==> src/ecss_consts.vh <==
// timing constants and field layouts for the expansion card strobe sequencer
`ifndef ECSS_CONSTS_VH
`define ECSS_CONSTS_VH
`define ECSS_LEAD_MIN      7'h02
`define ECSS_LEAD_MAX      7'h7F
`define ECSS_TRAIL_MAX     6'h3F
`define ECSS_WDATA_LEAD    8'h01
`define ECSS_WDATA_TRAIL   3'h4
`define ECSS_CMD_MIN       8'h01
`define ECSS_ACC_MEM_WR    2'h0
`define ECSS_ACC_MEM_RD    2'h1
`define ECSS_ACC_IO_WR     2'h2
`define ECSS_ACC_IO_RD     2'h3
`define ECSS_CODE_W        3
`define ECSS_ADDR_W        26
`endif

==> src/ecss_pin_sync.v <==
// three-stage synchroniser for a card pin, change accepted when stages two and three agree
`timescale 1ns/1ps
module ecss_pin_sync #(
  parameter RST_VAL = 1'b1
) (
  input  wire clock_i,
  input  wire srst_i,
  input  wire pin_i,
  output reg  level_o
);
  reg s1_r;
  reg s2_r;
  reg s3_r;

  // stage one is read only by stage two
  always @(posedge clock_i) begin
    if (srst_i) begin
      s1_r    <= RST_VAL;
      s2_r    <= RST_VAL;
      s3_r    <= RST_VAL;
      level_o <= RST_VAL;
    end else begin
      s1_r <= pin_i;
      s2_r <= s1_r;
      s3_r <= s2_r;
      if (s2_r == s3_r) begin
        level_o <= s3_r;
      end
    end
  end
endmodule

==> src/ecss_sequencer.v <==
// expansion card strobe sequencer: address, strobe and data phases of one card access
`timescale 1ns/1ps
`include "ecss_consts.vh"
module ecss_sequencer #(
  parameter AW = `ECSS_ADDR_W
) (
  input  wire          clock_i,
  input  wire          srst_i,
  input  wire          req_i,
  input  wire [1:0]    acc_kind_i,
  input  wire          acc_wide_i,
  input  wire [AW-1:0] acc_addr_i,
  input  wire          acc_attr_i,
  input  wire          acc_socket_i,
  input  wire [15:0]   acc_wdata_i,
  input  wire [6:0]    cmd_lead_field_i,
  input  wire [5:0]    cmd_trail_field_i,
  input  wire [2:0]    strobe_wait_code_i,
  input  wire          card_wait_n_i,
  input  wire          io_width_indicator_n_i,
  input  wire [15:0]   card_data_i,
  output reg           busy_o,
  output reg           done_o,
  output reg  [15:0]   rdata_o,
  output reg  [AW-1:0] card_address_bus_o,
  output reg           attribute_space_select_n_o,
  output reg           socket_select_n_o,
  output reg           card_write_strobe_n_o,
  output reg           card_output_enable_strobe_n_o,
  output reg           card_io_write_strobe_n_o,
  output reg           card_io_read_strobe_n_o,
  output reg  [15:0]   card_data_o,
  output reg           card_data_oe_n_o
);
  // access phases, one pass per strobe cycle
  localparam ST_IDLE  = 3'h0;
  localparam ST_LEAD  = 3'h1;
  localparam ST_WSMP  = 3'h2;
  localparam ST_WAIT  = 3'h3;
  localparam ST_TAIL  = 3'h4;
  localparam ST_TRAIL = 3'h5;

  // wait-sample delay from the strobe wait code, never below one cycle
  function [7:0] wait_delay;
    input [2:0] code;
    begin
      wait_delay = {5'h00, code} + 8'h01;
    end
  endfunction

  // post-wait tail from the strobe wait code, never below one cycle
  function [7:0] tail_delay;
    input [2:0] code;
    begin
      tail_delay = {6'h00, code[2:1]} + 8'h01;
    end
  endfunction

  // setup field below the legal floor is raised to the floor
  function [6:0] lead_clamp;
    input [6:0] field;
    begin
      if (field < `ECSS_LEAD_MIN) begin
        lead_clamp = `ECSS_LEAD_MIN;
      end else begin
        lead_clamp = field;
      end
    end
  endfunction

  // synchronised card levels, both idle high
  wire wait_lvl;
  wire wide_lvl;

  // card pins come from outside our clock
  ecss_pin_sync #(.RST_VAL(1'b1)) u_wait_sync (
    .clock_i (clock_i),
    .srst_i  (srst_i),
    .pin_i   (card_wait_n_i),
    .level_o (wait_lvl)
  );

  ecss_pin_sync #(.RST_VAL(1'b1)) u_wide_sync (
    .clock_i (clock_i),
    .srst_i  (srst_i),
    .pin_i   (io_width_indicator_n_i),
    .level_o (wide_lvl)
  );

  reg [2:0]  state_r;
  reg [7:0]  cnt_r;
  reg [6:0]  lead_r;
  reg [5:0]  trail_r;
  reg [2:0]  code_r;
  reg [1:0]  kind_r;
  reg        split_r;
  reg        second_r;
  reg [2:0]  wd_hold_r;
  reg [15:0] wdata_r;
  reg [7:0]  wide_cnt_r;

  wire is_write = (kind_r == `ECSS_ACC_MEM_WR) || (kind_r == `ECSS_ACC_IO_WR);
  wire is_io    = kind_r[1];

  // card counts as 16-bit once its indicator has stood low long enough
  wire          card_is_wide = (wide_cnt_r >= 8'h03);
  // write data goes out one cycle ahead of the strobe edge
  wire          wdata_due    = is_write && (cnt_r + `ECSS_WDATA_LEAD == {1'b0, lead_r});
  // byte lane bit set for the second half of a split access
  wire [AW-1:0] odd_byte     = {{(AW-1){1'b0}}, 1'b1};

  // count cycles that the width indicator has been low, saturating
  always @(posedge clock_i) begin
    if (srst_i) begin
      wide_cnt_r <= 8'h00;
    end else if (wide_lvl) begin
      wide_cnt_r <= 8'h00;
    end else if (wide_cnt_r != 8'hFF) begin
      wide_cnt_r <= wide_cnt_r + 8'h01;
    end
  end

  // strobe select: one of four, all driven by the same timing
  task drive_strobe;
    input low;
    begin
      card_write_strobe_n_o         <= ~(low && kind_r == `ECSS_ACC_MEM_WR);
      card_output_enable_strobe_n_o <= ~(low && kind_r == `ECSS_ACC_MEM_RD);
      card_io_write_strobe_n_o      <= ~(low && kind_r == `ECSS_ACC_IO_WR);
      card_io_read_strobe_n_o       <= ~(low && kind_r == `ECSS_ACC_IO_RD);
    end
  endtask

  // main access sequencer
  always @(posedge clock_i) begin
    if (srst_i) begin
      // strobes, selects and data driver all rest high
      state_r                       <= ST_IDLE;
      cnt_r                         <= 8'h00;
      lead_r                        <= `ECSS_LEAD_MIN;
      trail_r                       <= 6'h00;
      code_r                        <= 3'h0;
      kind_r                        <= 2'h0;
      split_r                       <= 1'b0;
      second_r                      <= 1'b0;
      wd_hold_r                     <= 3'h0;
      wdata_r                       <= 16'h0000;
      busy_o                        <= 1'b0;
      done_o                        <= 1'b0;
      rdata_o                       <= 16'h0000;
      card_address_bus_o            <= {AW{1'b0}};
      attribute_space_select_n_o    <= 1'b1;
      socket_select_n_o             <= 1'b1;
      card_write_strobe_n_o         <= 1'b1;
      card_output_enable_strobe_n_o <= 1'b1;
      card_io_write_strobe_n_o      <= 1'b1;
      card_io_read_strobe_n_o       <= 1'b1;
      card_data_o                   <= 16'h0000;
      card_data_oe_n_o              <= 1'b1;
    end else begin
      done_o <= 1'b0;
      // write data trails the strobe by a fixed count, then released
      if (wd_hold_r != 3'h0) begin
        wd_hold_r <= wd_hold_r - 3'h1;
        if (wd_hold_r == 3'h1) begin
          card_data_oe_n_o <= 1'b1;
        end
      end
      case (state_r)
        ST_IDLE: begin
          // a request made while busy never reaches this branch
          if (req_i) begin
            // fields sampled once, at access start
            lead_r   <= lead_clamp(cmd_lead_field_i);
            trail_r  <= cmd_trail_field_i;
            code_r   <= strobe_wait_code_i;
            kind_r   <= acc_kind_i;
            second_r <= 1'b0;
            wdata_r  <= acc_wdata_i;
            busy_o   <= 1'b1;
            // whole address group driven together
            card_address_bus_o         <= acc_addr_i;
            attribute_space_select_n_o <= ~acc_attr_i;
            socket_select_n_o          <= ~acc_socket_i;
            cnt_r    <= 8'h01;
            state_r  <= ST_LEAD;
            // a wide I/O request is remembered for the width decision
            split_r  <= acc_wide_i && acc_kind_i[1];
          end
        end

        // setup: address group stands, strobe still high
        ST_LEAD: begin
          // data leads so the card sees it settled at the falling edge
          if (wdata_due) begin
            card_data_o      <= (split_r && second_r) ? {8'h00, wdata_r[15:8]}
                                : wdata_r;
            card_data_oe_n_o <= 1'b0;
          end
          if (cnt_r == {1'b0, lead_r}) begin
            // width sampled here; indicator must have led by three cycles
            if (split_r && !second_r && is_io && card_is_wide) begin
              split_r <= 1'b0;
            end
            drive_strobe(1'b1);
            cnt_r   <= 8'h01;
            state_r <= ST_WSMP;
          end else begin
            cnt_r <= cnt_r + 8'h01;
          end
        end

        // strobe low; card wait not trusted until it has had time to settle
        ST_WSMP: begin
          // no look at card wait until the code's delay passes
          if (cnt_r >= wait_delay(code_r)) begin
            state_r <= ST_WAIT;
          end else begin
            cnt_r <= cnt_r + 8'h01;
          end
        end

        // wait sampling: no upper bound, the card decides the length
        ST_WAIT: begin
          // stretch one cycle at a time while card asks to wait
          if (wait_lvl) begin
            cnt_r   <= 8'h01;
            state_r <= ST_TAIL;
          end else begin
            state_r <= ST_WAIT;
          end
        end

        // tail: a wait reasserted here is ignored, the strobe rises anyway
        ST_TAIL: begin
          if (cnt_r >= tail_delay(code_r)) begin
            // read data captured as strobe rises
            if (!is_write) begin
              if (split_r && second_r) begin
                rdata_o[15:8] <= card_data_i[7:0];
              end else begin
                rdata_o <= card_data_i;
              end
            end
            drive_strobe(1'b0);
            if (is_write) begin
              wd_hold_r <= `ECSS_WDATA_TRAIL;
            end
            cnt_r   <= 8'h00;
            state_r <= ST_TRAIL;
          end else begin
            cnt_r <= cnt_r + 8'h01;
          end
        end

        // hold: strobe high, address group and write data still driven
        ST_TRAIL: begin
          // address and write data stay put through hold and data trail
          if (cnt_r >= {2'h0, trail_r} && (!is_write || wd_hold_r <= 3'h1)) begin
            if (split_r && !second_r) begin
              // second byte cycle at the odd address
              second_r           <= 1'b1;
              card_address_bus_o <= card_address_bus_o | odd_byte;
              cnt_r              <= 8'h01;
              state_r            <= ST_LEAD;
            end else begin
              busy_o  <= 1'b0;
              done_o  <= 1'b1;
              attribute_space_select_n_o <= 1'b1;
              socket_select_n_o          <= 1'b1;
              state_r <= ST_IDLE;
            end
          end else begin
            cnt_r <= cnt_r + 8'h01;
          end
        end

        // unused state codes fall back to idle
        default: begin
          state_r <= ST_IDLE;
        end
      endcase
    end
  end
endmodule

==> config.mk <==
export PLATFORM = sky130hd
export DESIGN_NAME = ecss_sequencer
export DESIGN_NICKNAME = d
export VERILOG_FILES = /design/src/ecss_pin_sync.v /design/src/ecss_sequencer.v
export VERILOG_INCLUDE_DIRS = /design/src
export SDC_FILE = /design/constraint.sdc
export NUM_CORES = 1
export LEC_CHECK = 0
export ABC_AREA = 1
export BUFFER_PORTS_ARGS = -buffer_cell sky130_fd_sc_hd__buf_4
export CORE_ASPECT_RATIO = 1.2
export CORE_MARGIN = 1.5
export CORE_UTILIZATION = 45
export DETAILED_ROUTE_END_ITERATION = 8
export PLACE_DENSITY = 0.69
export SYNTH_ARGS = -nofsm -noshare
export SYNTH_HDL_FRONTEND = slang
export SYNTH_HIERARCHICAL = 1
export SYNTH_SLANG_ARGS = --single-unit
==> constraint.sdc <==
create_clock -name clock_i -period 2.4 [get_ports clock_i]
set_clock_uncertainty 0.2 [all_clocks]
set_input_delay 0 -clock clock_i [delete_from_list [all_inputs] [get_ports clock_i]]
set_output_delay 0 -clock clock_i [all_outputs]
set_load 0.02 [all_outputs]
## Word-level counts from Yosys, hierarchy flattened

Cells that the tools add are included.

- Flip-flop bits (word level): 133
- Input bits: 84
- Logic and storage cells: 169
- Output and inout port bits: 67

- Reductions and logical operators: 31
- Add/sub/neg operators: 5
- Mux-type cells: 59
- Bitwise gates (word level): 10
- $lt $le $gt $ge: 6
- Eq/ne operators: 25

Operators by type and width:

| cell | number |
|---|---|
| 8-bit 2-to-1 mux | 8 |
| 26-bit one-hot mux with 2 select lines | 1 |
| 8-bit one-hot mux with 6 select lines | 1 |
| 3-bit 2-to-1 mux | 10 |
| 1-bit 2-to-1 mux | 26 |
| 26-bit 2-to-1 mux | 1 |
| 2-bit != test, second input constant | 9 |
| 1-bit one-hot mux with 2 select lines | 9 |
| 3-bit one-hot mux with 6 select lines | 1 |
| 8-bit by 1-bit adder with 8-bit output, second input constant | 2 |
| 8-bit by 7-bit equality test with 1-bit output | 2 |
| 16-bit 2-to-1 mux | 1 |
| 4-bit AND reduction | 4 |
| 1-bit inverter | 10 |
| 5-bit AND reduction | 2 |
| 3-bit AND reduction | 3 |
| 8-bit by 2-bit greater-or-equal comparator with 1-bit output, second input constant | 1 |
| 8-bit by 3-bit greater-or-equal comparator with 1-bit output | 1 |
| 8-bit by 4-bit greater-or-equal comparator with 1-bit output | 1 |
| 8-bit by 6-bit greater-or-equal comparator with 1-bit output | 1 |
| 8-bit != test, second input constant | 1 |
| 1-bit logical AND | 7 |
| 7-bit by 2-bit less-than comparator with 1-bit output, second input constant | 1 |
| 7-bit 2-to-1 mux | 1 |
| 22 further kinds | 32 |

## Logic depth before layout (Yosys ltp)

- Word-level depth: 7
- Depth in mapped cells: 15
- Depth with buffers taken out: 15

## Cells and area by module

The synthesis kept the hierarchy.

By module, submodules not included:

| module | instances | sequential area each (um^2) | cells an instance | area an instance (um^2) |
|---|---|---|---|---|
| ecss_sequencer | 1 | 2502.4 | 848 | 5993.2 |
| ecss_pin_sync | 2 | 80.1 | 15 | 128.9 |

## Worst setup path after synthesis

OpenSTA, ideal clock, no wires.

- Path type: reg-to-reg
- Start point: reg cnt_r[1]
- End point: reg card_data_o[10]
- Period minus slack after synthesis: 2.099 ns
- Slack: 0.301 ns
- Data arrival time: 1.786 ns
- Library setup time: 0.113 ns
- Cell stages (with the launch flop): 13
- Buffers on the path: 1
- Data required time: 2.087 ns
- Path through: dfxtp_1 -> ha_1 -> nand3_2 -> nor2_2 -> nand3_1 -> and2_1 -> nor2_2 -> nor2_8 -> inv_4 -> nor2_8 -> buf_8 -> nor2_1 -> nor2_1

- Longest elaborated chain between the ends: 4

Ends and longest elaborated chain:

| what | RTL line | text |
|---|---|---|
| from (decl) | ecss_sequencer.v:91 | `reg [7:0] cnt_r;` |
| from (signal assigned) | ecss_sequencer.v:209 | `cnt_r <= cnt_r + 8'h01;` |
| from (signal assigned) | ecss_sequencer.v:219 | `cnt_r <= cnt_r + 8'h01;` |
| from (signal assigned) | ecss_sequencer.v:252 | `cnt_r <= cnt_r + 8'h01;` |
| 8-bit by 1-bit adder with 8-bit output | - |  |
| 8-bit by 7-bit equality test with 1-bit output | ecss_sequencer.v:108 | `` wire wdata_due = is_write && (cnt_r + `ECSS_WDATA_LEAD == {1'b0, lead_r}); `` |
| 1-bit logical AND | ecss_sequencer.v:108 |  |
| 2-bit AND reduction (no source line) | - |  |
| to (signal assigned) | ecss_sequencer.v:196 | `card_data_o <= (split_r && second_r) ? {8'h00, wdata_r[15:8]}` |
| to (decl) | ecss_sequencer.v:32 | `output reg [15:0] card_data_o,` |

Every way passes these cells.
A chain may end at the register's enable or synchronous reset.

## Final worst setup path

- Start point: reg state_r[1]
- End point: reg code_r[0]

- Longest elaborated chain between the ends: 2

Ends and longest elaborated chain:

| what | RTL line | text |
|---|---|---|
| from (decl) | ecss_sequencer.v:90 | `reg [2:0] state_r;` |
| from (signal assigned) | ecss_sequencer.v:138 | `state_r <= ST_IDLE;` |
| from (signal assigned) | ecss_sequencer.v:186 | `state_r <= ST_LEAD;` |
| from (signal assigned) | ecss_sequencer.v:207 | `state_r <= ST_WSMP;` |
| 3-bit zero test | ecss_sequencer.v:169 | `case (state_r)` |
| 2-bit AND reduction (no source line) | - |  |
| to (signal assigned) | ecss_sequencer.v:176 | `code_r <= strobe_wait_code_i;` |
| to (decl) | ecss_sequencer.v:94 | `reg [2:0] code_r;` |

Every way passes these cells.

==> flow_metrics.tcl <==
set metrics [dict create \
    p_leak_nw 4.19 \
    cp_max_fo 33 \
    synth_top_area_cell "dfxtp_1" \
    crit_arrival_ns 2.42 \
    reg2reg_depth 6 \
    async_flop_share 0 \
    place_area_um2 7590 \
    synthDistinctLibCells 40 \
    start_kind "flip-flop" \
    slowest_stage "dlygate4sd3_1" \
    min_delay_path_depth 3 \
    insertion_delay_ns 0.43 \
    fin_util 0.682 \
    clock_path_buffers 2 \
    area_growth_pct 49.5 \
    power_density_nw_per_um2 889 \
    wire_per_inst_um 14.1 \
    synth_edf_count 0 \
    worst_pin_slew_ns 0.395 \
    critPathTopFamily "buffers and inverters" \
    min_from "io_width_indicator_n_i" \
    fin_crit_sh 0.961 \
    finalInstanceArea_um2 9350 \
    max_freq_ghz 0.433 \
    antenna_found_initial 0 \
    die_area_um2 14600 \
    core-area_um2 13700 \
    dp.cells 1180 \
    cts_tree "yes" \
    overflow 0 \
    min_period_ns 2.31 \
    grt_pass1_vias 6580 \
    ys_ff_latch 133 \
    syn_area_per_cell_um2 7.12 \
    antenna_cells 0 \
    place_hpwl_mm 11.5 \
    worstReg2RegStart "state_r[1]" \
    die_h_um 132 \
    synth_top_area_share 0.426 \
    gr-usage-all-layers 0.261 \
    final-max-slew-violation-count 0 \
    finalSetupViolCount 0 \
    antenna_left 0 \
    p_total_mw 8.31 \
    initial_utilization 0.456 \
    dr.pass1.iters 5 \
    path_buf_inv 2 \
    drtIter0Drc 324 \
    synth_area_leaders "dfxtp_1 (43%), nand2_1 (12%), a21oi_1 (7.9%), inv_1 (6.2%), nand3_1 (5.7%)" \
    critical_path_required_ns 2.51 \
    routabilityCongestion 0.886 \
    syn_inst 878 \
    viasPerCell 5.00 \
    yosysWarningCount 6 \
    syn_nets 982 \
    synth_most_common_cell "nand2_1" \
    slowest_delay_ns 0.56 \
    r2r_end "code_r[0]" \
    maxCapViolCount 0 \
    clkTransAtPathRegs_ns 0.05 \
    synth-main-ff-cell "dfxtp_1" \
    routed_wl_mm 18.8 \
    clock-sinks 133 \
    seq_area_frac_synth 0.426 \
    run_status "finished, final reports clean" \
    fp.dieW_um 111 \
    htree_num_levels 4 \
    drive_above_1_share 0.203 \
    path_class "flip-flop to flip-flop" \
    relSlewSlack 0.736 \
    ff2ff_setup_slack_ns 0.09 \
    rows 47 \
    root_buffer "clkbuf_16" \
    setup.worst_path.end_class "flip-flop" \
    syn_area_um2 6250 \
    pin_count 151 \
    grt_pass1_wl_mm 31.1 \
    hold_slack_ns 0.122 \
    hold_end "u_wide_sync/s1_r" \
    peakVddDrop_v 0.000624 \
    worstPathCellList "nor2_1, nand3_2, buf_4, o21ai_0, a21oi_1, dlygate4sd3_1" \
    hold_class "input pin to flip-flop" \
    io_buffers 150 \
    numCtsBuffers 17 \
    netlist_top_cells_count "nand2_1 (197), dfxtp_1 (133), inv_1 (103), a21oi_1 (99), nor2_1 (78)" \
    report.final.hold_viol_count 0 \
    grt_max_degree 48 \
    drc 0 \
    vias 6668 \
    layout.nets 1256 \
    fin_cells 1334 \
]
[worst max path at each step]
stage | startpoint | endpoint | slack, ns | cells past startpoint
2_1_floorplan | cnt_r[1] | card_data_o[10] | 0.30 | 12
3_3_place_gp | code_r[2] | card_output_enable_strobe_n_o | 0.16 | 10
3_5_place_dp | code_r[2] | cnt_r[4] | 0.05 | 10
4_1_cts | code_r[2] | cnt_r[4] | 0.05 | 10
5_1_grt | code_r[2] | cnt_r[3] | -0.002 | 11
6_report | state_r[1] | code_r[0] | 0.09 | 6
[kinds of logic after synthesis]
group | Yosys count | share of synthesized area
flip-flops | 133 | 0.426
AND/OR/NAND/NOR | 390 | 0.273
AO/OA/AOI/OAI | 171 | 0.142
adder cells (fa/ha/maj) | 20 | 0.0400
buffers and inverters | 146 | 0.0909
XOR/XNOR | 10 | 0.0140
multiplexers | 8 | 0.0144
[placed cells by master, fill, tap and decap left out, types with 3 or more instances in the layout]
| cell | Yosys | routed |
|---|---|---|
| dfxtp_2 | 0 | 3 |
| mux2_2 | 8 | 8 |
| buf_4 | 0 | 171 |
| nand2_1 | 197 | 197 |
| xnor2_1 | 8 | 8 |
| nand4_1 | 7 | 7 |
| o21ai_0 | 56 | 53 |
| nand3b_1 | 5 | 5 |
| nor2_1 | 78 | 78 |
| ha_1 | 20 | 20 |
| dlygate4sd3_1 | 0 | 118 |
| inv_1 | 103 | 103 |
| clkinv_2 | 0 | 5 |
| a31oi_1 | 3 | 3 |
| dfxtp_1 | 133 | 130 |
| or2_1 | 4 | 4 |
| nand3_1 | 71 | 70 |
| nor3_1 | 7 | 6 |
| nor2_2 | 5 | 5 |
| inv_2 | 5 | 5 |
| a21oi_1 | 99 | 99 |
| o211ai_1 | 5 | 5 |
| clkbuf_16 | 0 | 17 |
| o21ai_1 | 3 | 6 |
[flip-flops by register name (all words and copies together), names as in the netlist, 2 cells and up]
| signal | flops |
|---|---|
| wdata_r | 16 |
| kind_r | 2 |
| rdata_o | 16 |
| cnt_r | 8 |
| code_r | 3 |
| wide_cnt_r | 8 |
| state_r | 3 |
| card_data_o | 16 |
| trail_r | 6 |
| card_address_bus_o | 26 |
| lead_r | 7 |
| wd_hold_r | 3 |
[per-layer routing]
| metal | global-route usage | up-vias | wire length (um) |
|---|---|---|---|
| li1 | - | 3389 | - |
| met1 | 0.303 | 3021 | 7770 |
| met2 | 0.455 | 199 | 9520 |
| met3 | 0.0584 | 59 | 906 |
| met4 | 0.128 | 0 | 639 |
| met5 | 0 | - | 0 |
[worst register-to-register path, stage by stage (launching register included)]
cell and delay (ns):
dfxtp_1 0.37, nor2_1 0.25, nand3_2 0.16, buf_4 0.27, o21ai_0 0.30, a21oi_1 0.07
dlygate4sd3_1 0.56
[per-stage QoR]
step | setup TNS [ns] | setup slack (ns)
after floorplan | 0 | 0.301
after global placement | 0 | 0.156
after detailed placement | 0 | 0.0518
after CTS | 0 | 0.0481
after global routing | -0.00156 | -0.00156
final | 0 | 0.0929
[power breakdown]
| part | internal (mW) | leakage [nW] | switching (mW) | total [mW] |
|---|---|---|---|---|
| Clock | 1.35 | 0.254 | 0.950 | 2.30 |
| Combinational | 1.35 | 2.85 | 1.82 | 3.18 |
| Sequential | 2.58 | 1.09 | 0.248 | 2.83 |
| Total | 5.29 | 4.19 | 3.02 | 8.31 |
[cell type report]
class	instances	area (um2)
fill	1119	4350
multi-input combinational	600	3040
sequential	133	2670
timing repair buffer	291	2500
clock buffer	21	460
inverter	109	412
tap	171	214
clock inverter	9	57.6
[repair_timing]
action,in CTS,in global routing
gates resized for setup,0,8
setup endpoints to repair,0,41
hold endpoints to repair,101,0
buffers inserted,0,5
hold buffers,118,0
(Power assumes the default switching activity.)
